## config.mk

```make
export PLATFORM = sky130hd
export DESIGN_NAME = tsc_thermal_sensor_control
export DESIGN_NICKNAME = d
export VERILOG_FILES = /design/src/core/tsc_sync.v /design/src/core/tsc_trim_offset.v /design/src/core/tsc_thermal_sensor_control.v
export VERILOG_INCLUDE_DIRS = /design/src /design/src/core
export SDC_FILE = /design/constraint.sdc
export NUM_CORES = 1
export LEC_CHECK = 0
export ABC_AREA = 1
export BUFFER_PORTS_ARGS = -buffer_cell sky130_fd_sc_hd__buf_2
export CAP_MARGIN = 10
export CORE_UTILIZATION = 45
export DETAILED_ROUTE_END_ITERATION = 8
export PLACE_DENSITY = 0.84
export SLEW_MARGIN = 20
export SYNTH_ARGS = -nofsm -noshare
export SYNTH_HDL_FRONTEND = slang
export SYNTH_SLANG_ARGS = --single-unit
```

## constraint.sdc

```tcl
create_clock -name clk -period 2 [get_ports clk]
set_input_delay 0.1 -clock clk [delete_from_list [all_inputs] [get_ports clk]]
set_output_delay 0.1 -clock clk [all_outputs]
set_load 0.05 [all_outputs]
```

## src/core/tsc_defs.vh

```
/*
  offsets, field positions, reset values and timing counts for the
  thermal sensor control block.
  assumes: included by bare name from the core design files.
*/
`ifndef TSC_DEFS_VH
`define TSC_DEFS_VH

// apb byte offsets
`define TSC_OFS_CONTROL 12'h000
`define TSC_OFS_TRIM 12'h004
`define TSC_OFS_IRQ_STATUS 12'h008
`define TSC_OFS_IRQ_MASK 12'h00c

// thermal_control fields
`define TSC_CTL_TEST_HI 7
`define TSC_CTL_TEST_LO 6
`define TSC_CTL_SOURCE_SELECT 5
`define TSC_CTL_ROUTE_ENABLE 4
`define TSC_CTL_SENSOR_ENABLE 3
`define TSC_CTL_DETECT_STATUS 2
`define TSC_CTL_IRQ_ENABLE 1
`define TSC_CTL_CHANGE_FLAG 0

// thermal_trim fields
`define TSC_TRIM_OFFSET_ENABLE 7
`define TSC_TRIM_LEVEL_HI 3
`define TSC_TRIM_LEVEL_LO 0

// reset values
`define TSC_CONTROL_RESET 8'h00
`define TSC_TRIM_RESET 8'h0f
`define TSC_MASK_RESET 1'b0

// typical alarm shift per trim step, degrees celsius
`define TSC_STEP_DEGREES 8'h05

// reset-phase load wait, in ns, and its cycle count at 25 ns
`define TSC_LOAD_TIME_NS 100
`define TSC_CLK_PERIOD_NS 25
`define TSC_LOAD_CYCLES ((`TSC_LOAD_TIME_NS + `TSC_CLK_PERIOD_NS - 1) / `TSC_CLK_PERIOD_NS)

`endif

```

## src/core/tsc_sync.v

```verilog
/*
  two-flop synchroniser for a single level.
  assumes: input is asynchronous to clk; srst synchronous active high.
*/
`timescale 1ns/10ps
module tsc_sync
(
  input wire clk,
  input wire srst,
  input wire asyncIn,
  output wire syncOut
);

  reg stage1_r;
  reg stage2_r;

  // first stage is read only by the second
  always @(posedge clk)
  begin
    if (srst)
    begin
      stage1_r <= 1'b0;
      stage2_r <= 1'b0;
    end
    else
    begin
      stage1_r <= asyncIn;
      stage2_r <= stage1_r;
    end
  end

  assign syncOut = stage2_r;

endmodule

```

## src/core/tsc_trim_offset.v

```verilog
/*
  trim offset arithmetic: turns offset enable and trim level into the
  alarm shift in degrees, same for assert and deassert levels.
  assumes: inputs from flip-flops on the same clock.
*/
`timescale 1ns/10ps
`include "tsc_defs.vh"
module tsc_trim_offset
(
  input wire clk,
  input wire srst,
  input wire offsetEnable,
  input wire [3:0] trimLevel,
  output reg [7:0] alarmShift,
  output reg [3:0] offsetCode
);

  // binary weighted: bit n counts 2**n unit steps
  function [7:0] shift_of;
    input [3:0] lvl;
    begin
      shift_of = {4'h0, lvl} * `TSC_STEP_DEGREES;
    end
  endfunction

  // offset only; the slope input of the sensor is never touched
  always @(posedge clk)
  begin
    if (srst)
    begin
      alarmShift <= 8'h00;
      offsetCode <= 4'h0;
    end
    else if (offsetEnable)
    begin
      alarmShift <= shift_of(trimLevel);
      offsetCode <= trimLevel;
    end
    else
    begin
      alarmShift <= 8'h00;
      offsetCode <= 4'h0;
    end
  end

endmodule

```

## src/core/tsc_thermal_sensor_control.v

```verilog
/*
  thermal sensor control: apb register file, analog control outputs,
  over-temperature detect status, change flag and interrupt.
  assumes: comparator levels and regulator mode arrive asynchronously;
  factory trim word is stable while srst is high and just after.
*/
`timescale 1ns/10ps
`include "tsc_defs.vh"

// Overview of operation
// - test bits writable only in special mode
// - bit5 picks sensor or bandgap voltage
// - bit4 connects chosen voltage to converter
// - bit3 enables the temperature sensor
// - status high above assert in full mode
// - interrupt enable gates change flag request
// - flag set on every status transition
// - flag cleared by writing one or reset
// - reduced power entry sets change flag if status high, never clears it
// - bits 2..0 never alter converter voltage
// - trim loaded from factory word at reset
// - trim bit7 enables the sensor offset
// - trim level binary weighted downwards
// - same shift on assert and deassert
// - trim changes offset, never the slope
// - sensor disabled in reduced power mode
module tsc_thermal_sensor_control
(
  input wire clk,
  input wire srst,
  input wire psel,
  input wire penable,
  input wire pwrite,
  input wire [11:0] paddr,
  input wire [31:0] pwdata,
  input wire [3:0] pstrb,
  output wire pready,
  output reg [31:0] prdata,
  output wire pslverr,
  input wire specialMode,
  input wire fullPerformanceMode,
  input wire reducedPowerMode,
  input wire alarmAssertCross,
  input wire alarmDeassertCross,
  input wire [7:0] factoryTrim,
  output reg sensorPowerOn,
  output reg routeSensorVoltage,
  output reg routeBandgapVoltage,
  output reg offsetOn,
  output wire [3:0] offsetCode,
  output wire [7:0] alarmShift,
  output wire overtempInterrupt
);

  localparam ST_LOAD = 1'b0;
  localparam ST_RUN = 1'b1;

  reg state_r;
  reg [2:0] loadCnt_r;
  reg [1:0] testBits_r;
  reg sourceSelect_r;
  reg routeEnable_r;
  reg sensorEnable_r;
  reg detectStatus_r;
  reg irqEnable_r;
  reg changeFlag_r;
  reg offsetTrimEnable_r;
  reg [3:0] trimLevel_r;
  reg irqMask_r;
  reg detectStatus_nxt;

  wire fpmSync;
  wire rpmSync;
  wire assertSync;
  wire deassertSync;
  wire specialSync;
  wire wrEn;
  wire rdEn;
  wire mapped;
  wire lane0;
  wire sensorActive;
  wire [7:0] controlRead;
  wire [7:0] trimRead;
  wire [7:0] trimResetWord;

  // trim reset image, split into its fields below
  assign trimResetWord = `TSC_TRIM_RESET;

  // level inputs from the analog side and mode pins
  tsc_sync uSyncFpm
  (
    .clk(clk),
    .srst(srst),
    .asyncIn(fullPerformanceMode),
    .syncOut(fpmSync)
  );
  tsc_sync uSyncRpm
  (
    .clk(clk),
    .srst(srst),
    .asyncIn(reducedPowerMode),
    .syncOut(rpmSync)
  );
  tsc_sync uSyncAssert
  (
    .clk(clk),
    .srst(srst),
    .asyncIn(alarmAssertCross),
    .syncOut(assertSync)
  );
  tsc_sync uSyncDeassert
  (
    .clk(clk),
    .srst(srst),
    .asyncIn(alarmDeassertCross),
    .syncOut(deassertSync)
  );
  tsc_sync uSyncSpecial
  (
    .clk(clk),
    .srst(srst),
    .asyncIn(specialMode),
    .syncOut(specialSync)
  );

  // trim arithmetic for the analog offset ladder
  tsc_trim_offset uTrim
  (
    .clk(clk),
    .srst(srst),
    .offsetEnable(offsetTrimEnable_r),
    .trimLevel(trimLevel_r),
    .alarmShift(alarmShift),
    .offsetCode(offsetCode)
  );

  // apb decode: zero wait state, unmapped offsets flag an error
  assign pready = 1'b1;
  assign mapped = (paddr == `TSC_OFS_CONTROL) ||
                  (paddr == `TSC_OFS_TRIM) ||
                  (paddr == `TSC_OFS_IRQ_STATUS) ||
                  (paddr == `TSC_OFS_IRQ_MASK);
  assign pslverr = psel & penable & ~mapped;
  assign wrEn = psel & penable & pwrite & (state_r == ST_RUN);
  assign rdEn = psel & penable & ~pwrite;
  assign lane0 = pstrb[0];

  // sensor runs only when enabled and not in stop mode
  assign sensorActive = sensorEnable_r & ~rpmSync;

  // read images
  assign controlRead = {testBits_r, sourceSelect_r, routeEnable_r,
                        sensorEnable_r, detectStatus_r, irqEnable_r,
                        changeFlag_r};
  assign trimRead = {offsetTrimEnable_r, 3'b000, trimLevel_r};

  // detect status with hysteresis, forced low outside full mode
  always @*
  begin
    detectStatus_nxt = detectStatus_r;
    if (!fpmSync || rpmSync || !sensorActive)
      detectStatus_nxt = 1'b0;
    else if (assertSync)
      detectStatus_nxt = 1'b1;
    else if (!deassertSync)
      detectStatus_nxt = 1'b0;
  end

  // reset phase: wait, then take the factory trim word
  always @(posedge clk)
  begin
    if (srst)
    begin
      state_r <= ST_LOAD;
      loadCnt_r <= 3'h0;
    end
    else
    begin
      case (state_r)
        ST_LOAD:
        begin
          if (loadCnt_r == (`TSC_LOAD_CYCLES - 1))
            state_r <= ST_RUN;
          else
            loadCnt_r <= loadCnt_r + 3'h1;
        end
        default:
          state_r <= ST_RUN;
      endcase
    end
  end

  // control register and status
  always @(posedge clk)
  begin
    if (srst)
    begin
      testBits_r <= 2'b00;
      sourceSelect_r <= 1'b0;
      routeEnable_r <= 1'b0;
      sensorEnable_r <= 1'b0;
      irqEnable_r <= 1'b0;
      detectStatus_r <= 1'b0;
      changeFlag_r <= 1'b0;
      irqMask_r <= `TSC_MASK_RESET;
    end
    else
    begin
      // status is hardware driven only
      detectStatus_r <= detectStatus_nxt;
      if (wrEn && lane0 && paddr == `TSC_OFS_CONTROL)
      begin
        if (specialSync)
          testBits_r <= pwdata[`TSC_CTL_TEST_HI:`TSC_CTL_TEST_LO];
        sourceSelect_r <= pwdata[`TSC_CTL_SOURCE_SELECT];
        routeEnable_r <= pwdata[`TSC_CTL_ROUTE_ENABLE];
        sensorEnable_r <= pwdata[`TSC_CTL_SENSOR_ENABLE];
        irqEnable_r <= pwdata[`TSC_CTL_IRQ_ENABLE];
      end
      if (wrEn && lane0 && paddr == `TSC_OFS_IRQ_MASK)
        irqMask_r <= pwdata[0];
      // a transition wins over a simultaneous clear
      if (detectStatus_nxt != detectStatus_r)
        changeFlag_r <= 1'b1;
      else if (wrEn && lane0 &&
               (paddr == `TSC_OFS_CONTROL ||
                paddr == `TSC_OFS_IRQ_STATUS) &&
               pwdata[`TSC_CTL_CHANGE_FLAG])
        changeFlag_r <= 1'b0;
    end
  end

  // trim register: factory load, then software owned
  always @(posedge clk)
  begin
    if (srst)
    begin
      offsetTrimEnable_r <= trimResetWord[`TSC_TRIM_OFFSET_ENABLE];
      trimLevel_r <= trimResetWord[`TSC_TRIM_LEVEL_HI:`TSC_TRIM_LEVEL_LO];
    end
    else if (state_r == ST_LOAD)
    begin
      offsetTrimEnable_r <= factoryTrim[`TSC_TRIM_OFFSET_ENABLE];
      trimLevel_r <= factoryTrim[`TSC_TRIM_LEVEL_HI:`TSC_TRIM_LEVEL_LO];
    end
    else if (wrEn && lane0 && paddr == `TSC_OFS_TRIM)
    begin
      offsetTrimEnable_r <= pwdata[`TSC_TRIM_OFFSET_ENABLE];
      trimLevel_r <= pwdata[`TSC_TRIM_LEVEL_HI:`TSC_TRIM_LEVEL_LO];
    end
  end

  // analog control outputs; status, irq bits never feed the routing
  always @(posedge clk)
  begin
    if (srst)
    begin
      sensorPowerOn <= 1'b0;
      routeSensorVoltage <= 1'b0;
      routeBandgapVoltage <= 1'b0;
      offsetOn <= 1'b0;
    end
    else
    begin
      sensorPowerOn <= sensorActive;
      routeSensorVoltage <= routeEnable_r & ~sourceSelect_r;
      routeBandgapVoltage <= routeEnable_r & sourceSelect_r;
      offsetOn <= offsetTrimEnable_r & sensorActive;
    end
  end

  // read data registered on the access phase
  always @(posedge clk)
  begin
    if (srst)
      prdata <= 32'h0000_0000;
    else if (rdEn)
    begin
      if (paddr == `TSC_OFS_CONTROL)
        prdata <= {24'h00_0000, controlRead};
      else if (paddr == `TSC_OFS_TRIM)
        prdata <= {24'h00_0000, trimRead};
      else if (paddr == `TSC_OFS_IRQ_STATUS)
        prdata <= {31'h0000_0000, changeFlag_r};
      else if (paddr == `TSC_OFS_IRQ_MASK)
        prdata <= {31'h0000_0000, irqMask_r};
      else
        prdata <= 32'h0000_0000;
    end
  end

  // request while flag set, enabled and not masked off
  assign overtempInterrupt = changeFlag_r & irqEnable_r & irqMask_r;

endmodule

```

* Yosys cells after proc, flatten, opt, wreduce, memory -nomap -nowiden
Index checks and enable logic that the tools add are counted.
W data, S select, Z words.
** Storage, ports and cells
- Flip-flop bits (word level) :: 76
- Input port bits :: 66
- Output and inout port bits :: 51
- Logic and storage cells :: 90
** Cells by class
- $add $sub $neg :: 1
- Multiply operators :: 1
- Eq/ne operators :: 6
- Multiplexer cells :: 15
- Bitwise gates (word level) :: 18
- Reductions and logical operators :: 19
** Operators with widths (count)
- $eq A12 B4 Y1 const B :: 2
- $mux W8 :: 2
- $eq A12 B3 Y1 const B :: 1
- $logic_not A12 Y1 :: 1
- $and A1 B1 Y1 :: 11
- $mux W1 :: 11
- $mux W4 :: 2
- $mul A4 B3 Y7 const B :: 1
- $not A1 Y1 :: 7
- $logic_and A1 B1 Y1 :: 6
- $logic_or A1 B1 Y1 :: 6
- $reduce_and A2 Y1 :: 2
- $add A3 B1 Y3 const B :: 1
- $eq A3 B2 Y1 const B :: 1
- $logic_not A1 Y1 :: 2
- $ne A2 B1 Y1 const B :: 1
- $reduce_bool A2 Y1 :: 1
- $reduce_or A2 Y1 :: 1
- $ne A1 B1 Y1 :: 1

* Longest topological paths before layout
Gate-level depths: netlist (run 1).
- Depth after elaboration :: 8
- Mapped depth :: 9
- Mapped depth without buffers :: 9

* By module
From an unflattened synthesis (run 1), not the netlist that was laid out.
** Second synthesis, totals
- Cells, all modules :: 289
- Area, all modules :: 2287.2 µm²
** Modules (own cells, without submodules)
- tsc_thermal_sensor_control :: instances 1, cells each 216, area an instance 1639.1 µm², seq. area each 600.6 µm²
- tsc_trim_offset :: instances 1, cells each 43, area an instance 372.9 µm², seq. area each 180.2 µm²
- tsc_sync :: instances 5, cells each 6, area an instance 55.1 µm², seq. area each 40.0 µm²

* Least setup slack after synthesis (run 1)
No wires, ideal clock.
- Path type :: reg-to-reg
- Start :: register trimLevel_r[3]
- End :: register uTrim.alarmShift[5]
- Library setup time :: 123 ps
- Data arrival time :: 1307 ps
- Setup slack :: 571 ps
- Cell stages (with the launch flop) :: 7
- Path buffers :: 0
- Cell sequence :: dfxtp_1 -> ha_1 -> ha_1 -> inv_1 -> fa_1 -> xor2_1 -> nor2_1
** On the way
- Word-level cells in the longest chain between the ends :: 1
** RTL lines
- from (decl) :: RTL line tsc_thermal_sensor_control.v:68 : reg [3:0] trimLevel_r;
- from (signal assigned) :: RTL line tsc_thermal_sensor_control.v:239 : trimLevel_r <= trimResetWord[`TSC_TRIM_LEVEL_HI:`TSC_TRIM_LEVEL_LO];
- from (signal assigned) :: RTL line tsc_thermal_sensor_control.v:244 : trimLevel_r <= factoryTrim[`TSC_TRIM_LEVEL_HI:`TSC_TRIM_LEVEL_LO];
- from (signal assigned) :: RTL line tsc_thermal_sensor_control.v:249 : trimLevel_r <= pwdata[`TSC_TRIM_LEVEL_HI:`TSC_TRIM_LEVEL_LO];
- $mul A4 B3 Y7 (no source line)
- to (signal assigned) :: RTL line tsc_trim_offset.v:36 : alarmShift <= shift_of(trimLevel);
- to (decl) :: RTL line tsc_trim_offset.v:14 : output reg [7:0] alarmShift,
No other way between the ends.
A chain may end at the register's enable or synchronous reset.

* Final worst setup path (run 1)
- Start :: register trimLevel_r[1]
- End :: register uTrim.alarmShift[5]
The elaborated chain is that of the path after synthesis.

==> impl_metrics.tcl, run 1 <==
set metrics [dict create \
    wirelength_um 4030 \
    die_x_um 72.4 \
    synthMostInstantiatedCell "dfxtp_1" \
    die_area_mm2 0.00525 \
    insertion_delay_ns 0.31 \
    cp_slowest_cell "fa_1" \
    grt_max_degree 29 \
    crit_path_cell_trace "ha_1 > ha_1 > inv_1 > fa_1 > xor2_1 > nor2_1" \
    met2_usage_pct 27.0 \
    met3_usage_pct 4.03 \
    grt_pass1_vias 1549 \
    cts_inserted_buffers 5 \
    grt_use_met1_pct 20.7 \
    finalHoldViolations 0 \
    tightest_slew_ns 0.517 \
    crit_path_start "trimLevel_r[1]" \
    reg2reg_from "trimLevel_r[1]" \
    drv_cap 0 \
    power_leakage_nw 1.36 \
    grt_util_all_layers_pct 16.4 \
    tns_ns 0 \
    worstSetupEndpointType "register" \
    syn_to_final_growth_pct 17.4 \
    multi_input_area_um2 948 \
    r2r_slack_ns 0.47 \
    min_path_type "in2reg" \
    maxSlewViolCount 0 \
    cts_setup_buffers 0 \
    clk_pin_slew_worst_paths_ns 0.09 \
    ioPinCount 117 \
    start_kind "register" \
    overflow 0 \
    top_usage_layer "met2" \
    setup_viol 0 \
    drive_gt1_share_pct 25.6 \
    hold_depth 3 \
    skew_ns 0.00948 \
    post_drt_wl_per_cell_um 9.91 \
    yosys.cell_types.count 35 \
    syn_area_per_cell_um2 8.12 \
    synth_top_cell_area_share_pct 43.9 \
    cts_hold_buffers 5 \
    yosys-top-cells-count "dfxtp_1, nor2_1, inv_1, buf_4, a21oi_1" \
    synthTopCellsByArea "dfxtp_1, buf_4, nor2_1" \
    initial_core_util_pct 46.9 \
    min_period_ns 1.53 \
    cpMostUsedCell "ha_1" \
    seq_area_um2 981 \
    grt_pass1_wl_um 6620 \
    synth_ff_type "dfxtp_1" \
    clock_path_buffers 2 \
    post-route-period-util_pct 76.7 \
    total_power_mw 2.31 \
    root_buffer "clkbuf_8" \
    synthesis.area_mm2 0.00223 \
    post-route-drc-count 0 \
    crit_path_end "uTrim.alarmShift[5]" \
    ctsResizeCount 0 \
    drtIter0Drc 64 \
    rsz0062_at_grt "false" \
    max_freq_mhz 652 \
    ant_nets 0 \
    antenna_found_initial 0 \
    synthArstFlopShare_pct 0 \
    yosys_register_bits 49 \
    drt_first_pass_iters 4 \
    power_density_mw_per_mm2 879 \
    ir_worst_vdd_v 0.000467 \
    worst_ep_required_time_ns 2.19 \
    viasPerCell 4.37 \
    fp.dieH_um 72.4 \
    core-area_mm2 0.00475 \
    relSlewSlack_pct 65.5 \
    synth-edff-count 0 \
    gp_congestion 0.758 \
    yosysSeqAreaShare_pct 43.9 \
    synth_warnings 0 \
    rows 25 \
    numPortBuffers 60 \
    ctsHtreeMaxLevel 2 \
    status "finished, final reports clean" \
    diodes 0 \
    nFillCells 454 \
    path_max_fanout 2 \
    nets 412 \
    synth_largest_area_cell "dfxtp_1" \
    cp_slowest_stage_delay_ns 0.37 \
    tritoncts "yes" \
    worstSetupPathType "reg2reg" \
    r2r_end "uTrim.alarmShift[5]" \
    synth_cells 275 \
    dpl.hpwl_um 3100 \
    clkSinkCount 49 \
    via_count 1778 \
    worstPathArrival_ns 1.72 \
    rr_worst_depth 6 \
]
[cell families (layout without fill, tap and decap cells)]
kind of cell	count (synthesis)	after routing	synth area share, %
AO/OA/AOI/OAI	48	48	11.7
XOR/XNOR	2	2	0.785
adder cells (fa/ha/maj)	7	7	4.26
buffers and inverters	75	116	17.6
flip-flops	49	49	43.9
multiplexers	5	5	2.47
other	2	26	0.336
AND/OR/NAND/NOR	87	87	18.9
[layer usage]
metal,vias up,wire [um]
met3,8,217
met5,-,0
met4,0,68
li1,937,-
met2,61,1890
met1,772,1860
[worst min-delay path by stage]
| stage | endpoint | from |
|---|---|---|
| floorplan | uSyncAssert.stage1_r | alarmAssertCross |
| global placement | uSyncDeassert.stage1_r | alarmDeassertCross |
| detailed placement | uSyncAssert.stage1_r | alarmAssertCross |
| CTS | testBits_r[1] | pwdata[7] |
| global route | testBits_r[1] | pwdata[7] |
| finish | testBits_r[1] | pwdata[7] |
[per-stage QoR]
stage / cells / setup slack (ns) / utilization (%) / instance area, um2 / hold slack, ns
final: 407 / 0.466 / 55.1 / 2620 / 0.0341
after global routing: 407 / 0.349 / 55.1 / 2620 / 0.0630
after CTS: 407 / 0.459 / 55.1 / 2620 / 0.0310
after detailed placement: 394 / 0.471 / 52.2 / 2480 / 0.307
after global placement: 394 / 0.518 / 52.2 / 2480 / 0.301
after floorplan: 299 / 0.571 / - / 2320 / 0.207
[sequential cells by signal, indices dropped and copies added (netlist names), 2 cells and up]
signal,flops
prdata,8
uTrim.alarmShift,5
trimLevel_r,4
uTrim.offsetCode,4
loadCnt_r,3
testBits_r,2
[critical path: cells and delay by family, from the launching register on]
| kind | cells | cell delay [ns] |
|---|---|---|
| flops | 1 | 0.33 |
| simple gates | 1 | 0.06 |
| fa+ha+maj | 3 | 0.82 |
| xor+xnor | 1 | 0.15 |
| buf+inv | 1 | 0.05 |
[cells in the final DEF, fill, tap and decap left out, drive strengths merged]
cell / count
dlygate4sd3: 5
inv: 40
conb: 26
nand4: 2
o211ai: 1
xor2: 2
buf: 62
dfxtp: 49
nand3: 4
ha: 6
clkinv: 1
fa: 1
nand3b: 1
nand2: 23
o2111ai: 1
and2: 1
o21a: 1
clkinvlp: 2
nor2: 50
o21ai: 25
mux2: 4
clkbuf: 6
a21oi: 20
nor3: 6
mux2i: 1
[final cells by class]
type,count,share of cell area (%)
flip-flops and latches,49,37.4
multi-input cells,175,36.2
repair buffers,67,13.9
inverters,41,5.92
well taps,67,3.20
clock buffers,6,2.77
clock inverters,2,0.573
[where the power goes]
part	switching, mW	internal, mW
clock	0.326	0.247
combinational	0.442	0.185
sequential	0.0444	1.06
total	0.812	1.49
(Power assumes the default switching activity.)
==> run 2: changes to the inputs <==
==> constraint.sdc (replaced) <==
create_clock -name clk -period 1.45 [get_ports clk]
set_input_delay 0.0725 -clock clk [delete_from_list [all_inputs] [get_ports clk]]
set_output_delay 0.0725 -clock clk [all_outputs]
set_load 0.05 [all_outputs]
==> run 2 against run 1 <==
Effect of this change:
- the run now ends with negative setup slack left
- largest cell class is now multi-input gates
- sequential share of layout area fell by 1.1 points
- critical path depth did not move
- worst setup slack got worse by 0.48 ns
- global-route usage rose by 0.81 points
- utilization rose by 1.9 points
- worst hold slack got worse by 0.021 ns
- sequential power rose by 39%
- maximum frequency rose by 4.8%
- non-clock buffer count rose by 3
- first-iteration DRC count rose by 16%
- design area rose by 3.5%
- clock skew barely moved
- largest power group unchanged
==> impl_metrics.tcl, run 2 (synthesized netlist as in run 1, its figures left out) <==
set metrics [dict create \
    place_ws_ns -0.0821 \
    nFillCells 433 \
    die_area_mm2 0.00525 \
    pwr-share-clk_pct 27.6 \
    rr_worst_depth 6 \
    path_max_fanout 2 \
    worstSetupPathType "reg2reg" \
    pwr-share-comb_pct 27.7 \
    finalHoldViolations 0 \
    gp_congestion 0.802 \
    top_register "prdata" \
    skew_ns 0.00961 \
    status "finished with violations" \
    wirelength_um 4320 \
    post-route-period-util_pct 101 \
    rows 25 \
    cts_inserted_buffers 5 \
    syn_to_final_growth_pct 21.5 \
    mostFrequentLayoutCells "buf_2, nor2_1, dfxtp_1" \
    maxSlewViolCount 0 \
    rsz0062_at_grt "true" \
    overflow 0 \
    crit_path_start "trimLevel_r[1]" \
    worst_ep_required_time_ns 1.63 \
    worstPathArrival_ns 1.64 \
    r2r_slack_ns -0.01 \
    setup_viol 1 \
    antenna_found_initial 0 \
    r2r_end "uTrim.alarmShift[5]" \
    clock_path_buffers 2 \
    intPower_mw 2.30 \
    grt_pass1_vias 1580 \
    switchingPower_mw 1.15 \
    reg_top3 "prdata (8), uTrim.alarmShift (5)" \
    grt_util_all_layers_pct 17.2 \
    min_path_type "in2reg" \
    max_freq_mhz 683 \
    clk_pin_slew_worst_paths_ns 0.09 \
    dpl.hpwl_um 3150 \
    post-route-drc-count 0 \
    failed_checks "negative setup slack" \
    insertion_delay_ns 0.30 \
    grt_pass1_wl_um 6910 \
    dp.cells 396 \
    ioPinCount 117 \
    ctsHtreeMaxLevel 2 \
    final_common_cell "buf_2" \
    nets 415 \
    ant_nets 0 \
    drive_gt1_share_pct 28.3 \
    core-area_mm2 0.00475 \
    sw_frac_of_total_pct 33.3 \
    start_kind "register" \
    seqPwrFrac_pct 44.6 \
    worstSetupEndpointType "register" \
    tritoncts "yes" \
    finalWorstSetupSlack_ns -0.0140 \
    diodes 0 \
    finalNonFillerCells 410 \
    drtIter0Drc 74 \
    power_leakage_nw 1.39 \
    viasPerCell 4.41 \
    clkSinkCount 49 \
    reg2reg_from "trimLevel_r[1]" \
    ir_worst_vdd_v 0.000675 \
    min_period_ns 1.46 \
    power_density_mw_per_mm2 1270 \
    numPortBuffers 60 \
    crit_path_end "uTrim.alarmShift[5]" \
    initial_core_util_pct 46.9 \
    root_buffer "clkbuf_8" \
    post_drt_wl_per_cell_um 10.5 \
    largest_reg_flops 8 \
    fp.dieH_um 72.4 \
    via_count 1808 \
    drv_cap 0 \
    die_x_um 72.4 \
    grt_max_degree 29 \
    drt_first_pass_iters 4 \
]
run 2: changes by cell type in the layout (fill, tap and decap cells not counted):
| cell | delta |
|---|---|
| inv_2 | +1 |
| clkinvlp_4 | -2 |
| fa_1 | -1 |
| inv_1 | -1 |
| dfxtp_1 | -2 |
| clkinv_4 | +1 |
| dfxtp_4 | +1 |
| bufinv_16 | +1 |
| ha_4 | +3 |
| buf_4 | +3 |
| fa_2 | +1 |
| ha_1 | -3 |
| dfxtp_2 | +1 |
run 2: cell type report:
type	instances	area [um2]	area share, %
Multi-Input combinational cell	175	988	36.4
Sequential cell	49	986	36.3
Timing Repair Buffer	70	388	14.3
Inverter	41	155	5.72
Tap cell	67	83.8	3.09
Clock buffer	6	72.6	2.68
Clock inverter	2	38.8	1.43
run 2: through the flow:
stage               area, um2  power (mW)  util (%)  setup TNS [ns]  hold WS (ns)
detailed placement       2500        2.42      52.6          -0.106         0.280
CTS                      2710        3.46      57.1        -0.00240        0.0185
global placement         2500        2.38      52.6         -0.0138         0.274
floorplan                2320        2.28         -               0         0.179
finish                   2710        3.44      57.1         -0.0140        0.0133
global route             2710        3.60      57.1         -0.0934        0.0521
run 2: power by group through the flow:
stage,registers (mW),logic (mW),clock network [mW]
floorplan,1.68,0.606,0
finish,1.54,0.955,0.952
global route,1.55,1.03,1.01
detailed placement,1.56,0.862,0
global placement,1.55,0.830,0
CTS,1.54,0.956,0.964
run 2: how the worst min path moves through the flow:
stage / startpoint / end / slack [ns] / cells after the start
2_1_floorplan: alarmAssertCross / uSyncAssert.stage1_r / 0.18 / 2
3_3_place_gp: fullPerformanceMode / uSyncFpm.stage1_r / 0.27 / 3
3_5_place_dp: alarmAssertCross / uSyncAssert.stage1_r / 0.28 / 3
4_1_cts: pwdata[7] / testBits_r[1] / 0.02 / 3
5_1_grt: pwdata[7] / testBits_r[1] / 0.05 / 3
6_report: pwdata[7] / testBits_r[1] / 0.01 / 3
run 2: worst max-delay path, cell delays in order (launching register included):
cell	delay, ns
dfxtp_2	0.35
ha_4	0.27
ha_4	0.13
inv_2	0.03
fa_2	0.33
xor2_1	0.18
nor2_1	0.05
run 2: metal layers:
layer | track usage (%) | up-vias | wire [um]
li1 | - | 946 | -
met4 | 5.23 | 0 | 27
met1 | 20.0 | 801 | 1920
met3 | 3.75 | 4 | 185
met5 | 0 | - | 0
met2 | 31.5 | 57 | 2180
run 2: repair_timing:
action                                  4_1_cts  5_1_grt
endpoints found under the setup margin        2        2
hold buffers                                  5        0
gates resized for setup                      10        0
buffers inserted                              1        0
endpoints found under the hold margin         5        0
pin swaps                                     4        1
==> run 3: changes to the inputs <==
--- a/config.mk
+++ b/config.mk
@@ -11,8 +11,9 @@
 export CAP_MARGIN = 10
 export CORE_UTILIZATION = 45
 export DETAILED_ROUTE_END_ITERATION = 8
-export PLACE_DENSITY = 0.84
+export PLACE_DENSITY = 0.83
 export SLEW_MARGIN = 20
 export SYNTH_ARGS = -nofsm -noshare
 export SYNTH_HDL_FRONTEND = slang
+export SYNTH_HIERARCHICAL = 1
 export SYNTH_SLANG_ARGS = --single-unit
==> run 3 against run 2 <==
Effect of this change:
- the run still ends with negative setup slack left
- cell count grew 4.1%
- worst setup slack lost 0.0049 ns
- power shrank 2.6%
- synthesized cell count grew 5.1%
- clock skew grew 0.0011 ns
- synthesized area grew 2.5%
- combinational power grew 9.9%
- sequential cell count is the same
- largest power group unchanged
==> impl_metrics.tcl, run 3 <==
set metrics [dict create \
    grt_pass1_vias 1747 \
    wirelength_um 4670 \
    yosys-top-cells-count "dfxtp_1, inv_1, nor2_1, nand2_1, buf_4" \
    nFillCells 474 \
    path_max_fanout 2 \
    hold_ws_ns 0.0318 \
    place_ws_ns -0.0306 \
    cts_inserted_buffers 5 \
    syn_to_final_growth_pct 20.8 \
    nets 432 \
    met3_usage_pct 4.39 \
    setup_viol 1 \
    post-route-drc-count 0 \
    worstPathArrival_ns 1.65 \
    failed_checks "negative setup slack" \
    min_path_type "in2reg" \
    top_register "prdata" \
    rsz0062_at_grt "true" \
    synth_ff_type "dfxtp_1" \
    gp_congestion 0.810 \
    drv_cap 0 \
    cts_setup_buffers 0 \
    skew_ns 0.0107 \
    worst_ep_required_time_ns 1.63 \
    viasPerCell 4.54 \
    mostFrequentLayoutCells "buf_2, dfxtp_1, inv_1" \
    finalWorstSetupSlack_ns -0.0189 \
    grt_util_all_layers_pct 18.0 \
    ctsHtreeMaxLevel 2 \
    antenna_found_initial 0 \
    overflow 0 \
    clk_pin_slew_worst_paths_ns 0.09 \
    yosys_register_bits 49 \
    synthesis.area_mm2 0.00229 \
    root_buffer "clkbuf_8" \
    die_x_um 73.3 \
    diodes 0 \
    final_area_mm2 0.00276 \
    max_freq_mhz 681 \
    initial_core_util_pct 47.5 \
    total_power_mw 3.35 \
    ir_worst_vdd_v 0.000683 \
    ant_nets 0 \
    multi_input_area_mm2 0.00101 \
    dpl.hpwl_um 3430 \
    synth_top_cell_area_share_pct 42.9 \
    finalHoldViolations 0 \
    via_count 1937 \
    status "finished with violations" \
    seq_area_um2 983 \
    insertion_delay_ns 0.30 \
    largest_reg_flops 8 \
    reg_top3 "prdata (8), uTrim/alarmShift (7), trimLevel_r (4)" \
    start_kind "register" \
    maxSlewViolCount 0 \
    numPortBuffers 60 \
    tightest_slew_ns 0.531 \
    synth-edff-count 0 \
    top_usage_layer "met2" \
    power_density_mw_per_mm2 1210 \
    postLayoutCoreUtil_pct 57.4 \
    clkSinkCount 49 \
    relSlewSlack_pct 64.6 \
    yosys.cell_types.count 31 \
    post-route-period-util_pct 101 \
    clock_path_buffers 2 \
    worstSetupPathType "reg2reg" \
    worstSetupEndpointType "register" \
    placed_area_mm2 0.00259 \
    fp.dieH_um 73.3 \
    ioPinCount 117 \
    met2_usage_pct 32.3 \
    power_leakage_nw 1.37 \
    min_period_ns 1.47 \
    syn_area_per_cell_um2 7.91 \
    drive_gt1_share_pct 29.4 \
    synthTopCellsByArea "dfxtp_1, buf_4, inv_1" \
    synth_largest_area_cell "dfxtp_1" \
    drt_first_pass_iters 4 \
    post_drt_wl_per_cell_um 10.9 \
    final_common_cell "buf_2" \
    rows 25 \
    grt_use_met1_pct 20.5 \
    synth_cells 289 \
    yosysSeqAreaShare_pct 42.9 \
    synthArstFlopShare_pct 0 \
    synth_warnings 6 \
    core-area_mm2 0.00482 \
    tritoncts "yes" \
    drtIter0Drc 122 \
    synthMostInstantiatedCell "dfxtp_1" \
    grt_pass1_wl_um 7380 \
    grt_max_degree 23 \
    die_area_mm2 0.00537 \
]
## run 3: where the power goes
group	internal, mW	leakage (nW)	switching, mW
sequential	1.47	0.400	0.0666
clock	0.333	0.0439	0.435
combinational	0.339	0.921	0.707
total	2.14	1.37	1.21
## run 3: worst paths after layout
path                             start                   to  slack, ns  cells after the start
setup / recovery        trimLevel_r[3]  uTrim/alarmShift[4]      -0.02                      5
hold / removal               pwdata[5]       sourceSelect_r       0.03                      3
setup reg to reg        trimLevel_r[3]  uTrim/alarmShift[4]      -0.02                      5
hold reg to reg   uSyncAssert/stage1_r  uSyncAssert/syncOut       0.41                      2
## run 3: cell type report
type,count,share of cell area (%)
Clock buffer,5,2.49
Inverter,44,6.02
Sequential cell,49,35.6
Timing Repair Buffer,74,15.6
Tap cell,67,3.03
Clock inverter,3,0.634
Multi-Input combinational cell,185,36.7
## run 3: per-stage QoR
stage               std cells  TNS [ns]
finish                    427   -0.0189
global route              427   -0.0727
floorplan                 312         0
detailed placement        414   -0.0416
CTS                       427   -0.0371
global placement          414   -0.0175
## run 3: metal layers
metal	up-vias	share of wire, %	routed length (um)
met5	-	0	0
met4	0	1.5	68
met3	4	6.3	294
met2	73	49	2310
met1	862	43	2000
li1	998	-	-
## run 3: kinds of logic (layout without fill, tap and decap cells)
family / after synthesis / count (layout) / share of synthesized area, %
adders and majority gates: 7 / 7 / 4.16
xor gates and xnor gates: 1 / 1 / 0.383
buffers and inverters: 78 / 126 / 18.1
DFF: 49 / 49 / 42.9
AOI/OAI and AO/OA: 38 / 38 / 9.08
and+or+nand+nor: 113 / 113 / 24.9
other: 3 / 26 / 0.492
## run 3: worst max-delay path: stages, from the launching register on
cell	delay, ns
dfxtp_2	0.35
ha_4	0.26
ha_4	0.12
inv_2	0.04
fa_2	0.53
nor2_1	0.05
## run 3: repair_timing
action,4_1_cts,5_1_grt
gates resized for setup,2,8
setup endpoints to repair,2,5
endpoints found under the hold margin,5,0
pin swaps,1,4
hold buffers,5,0
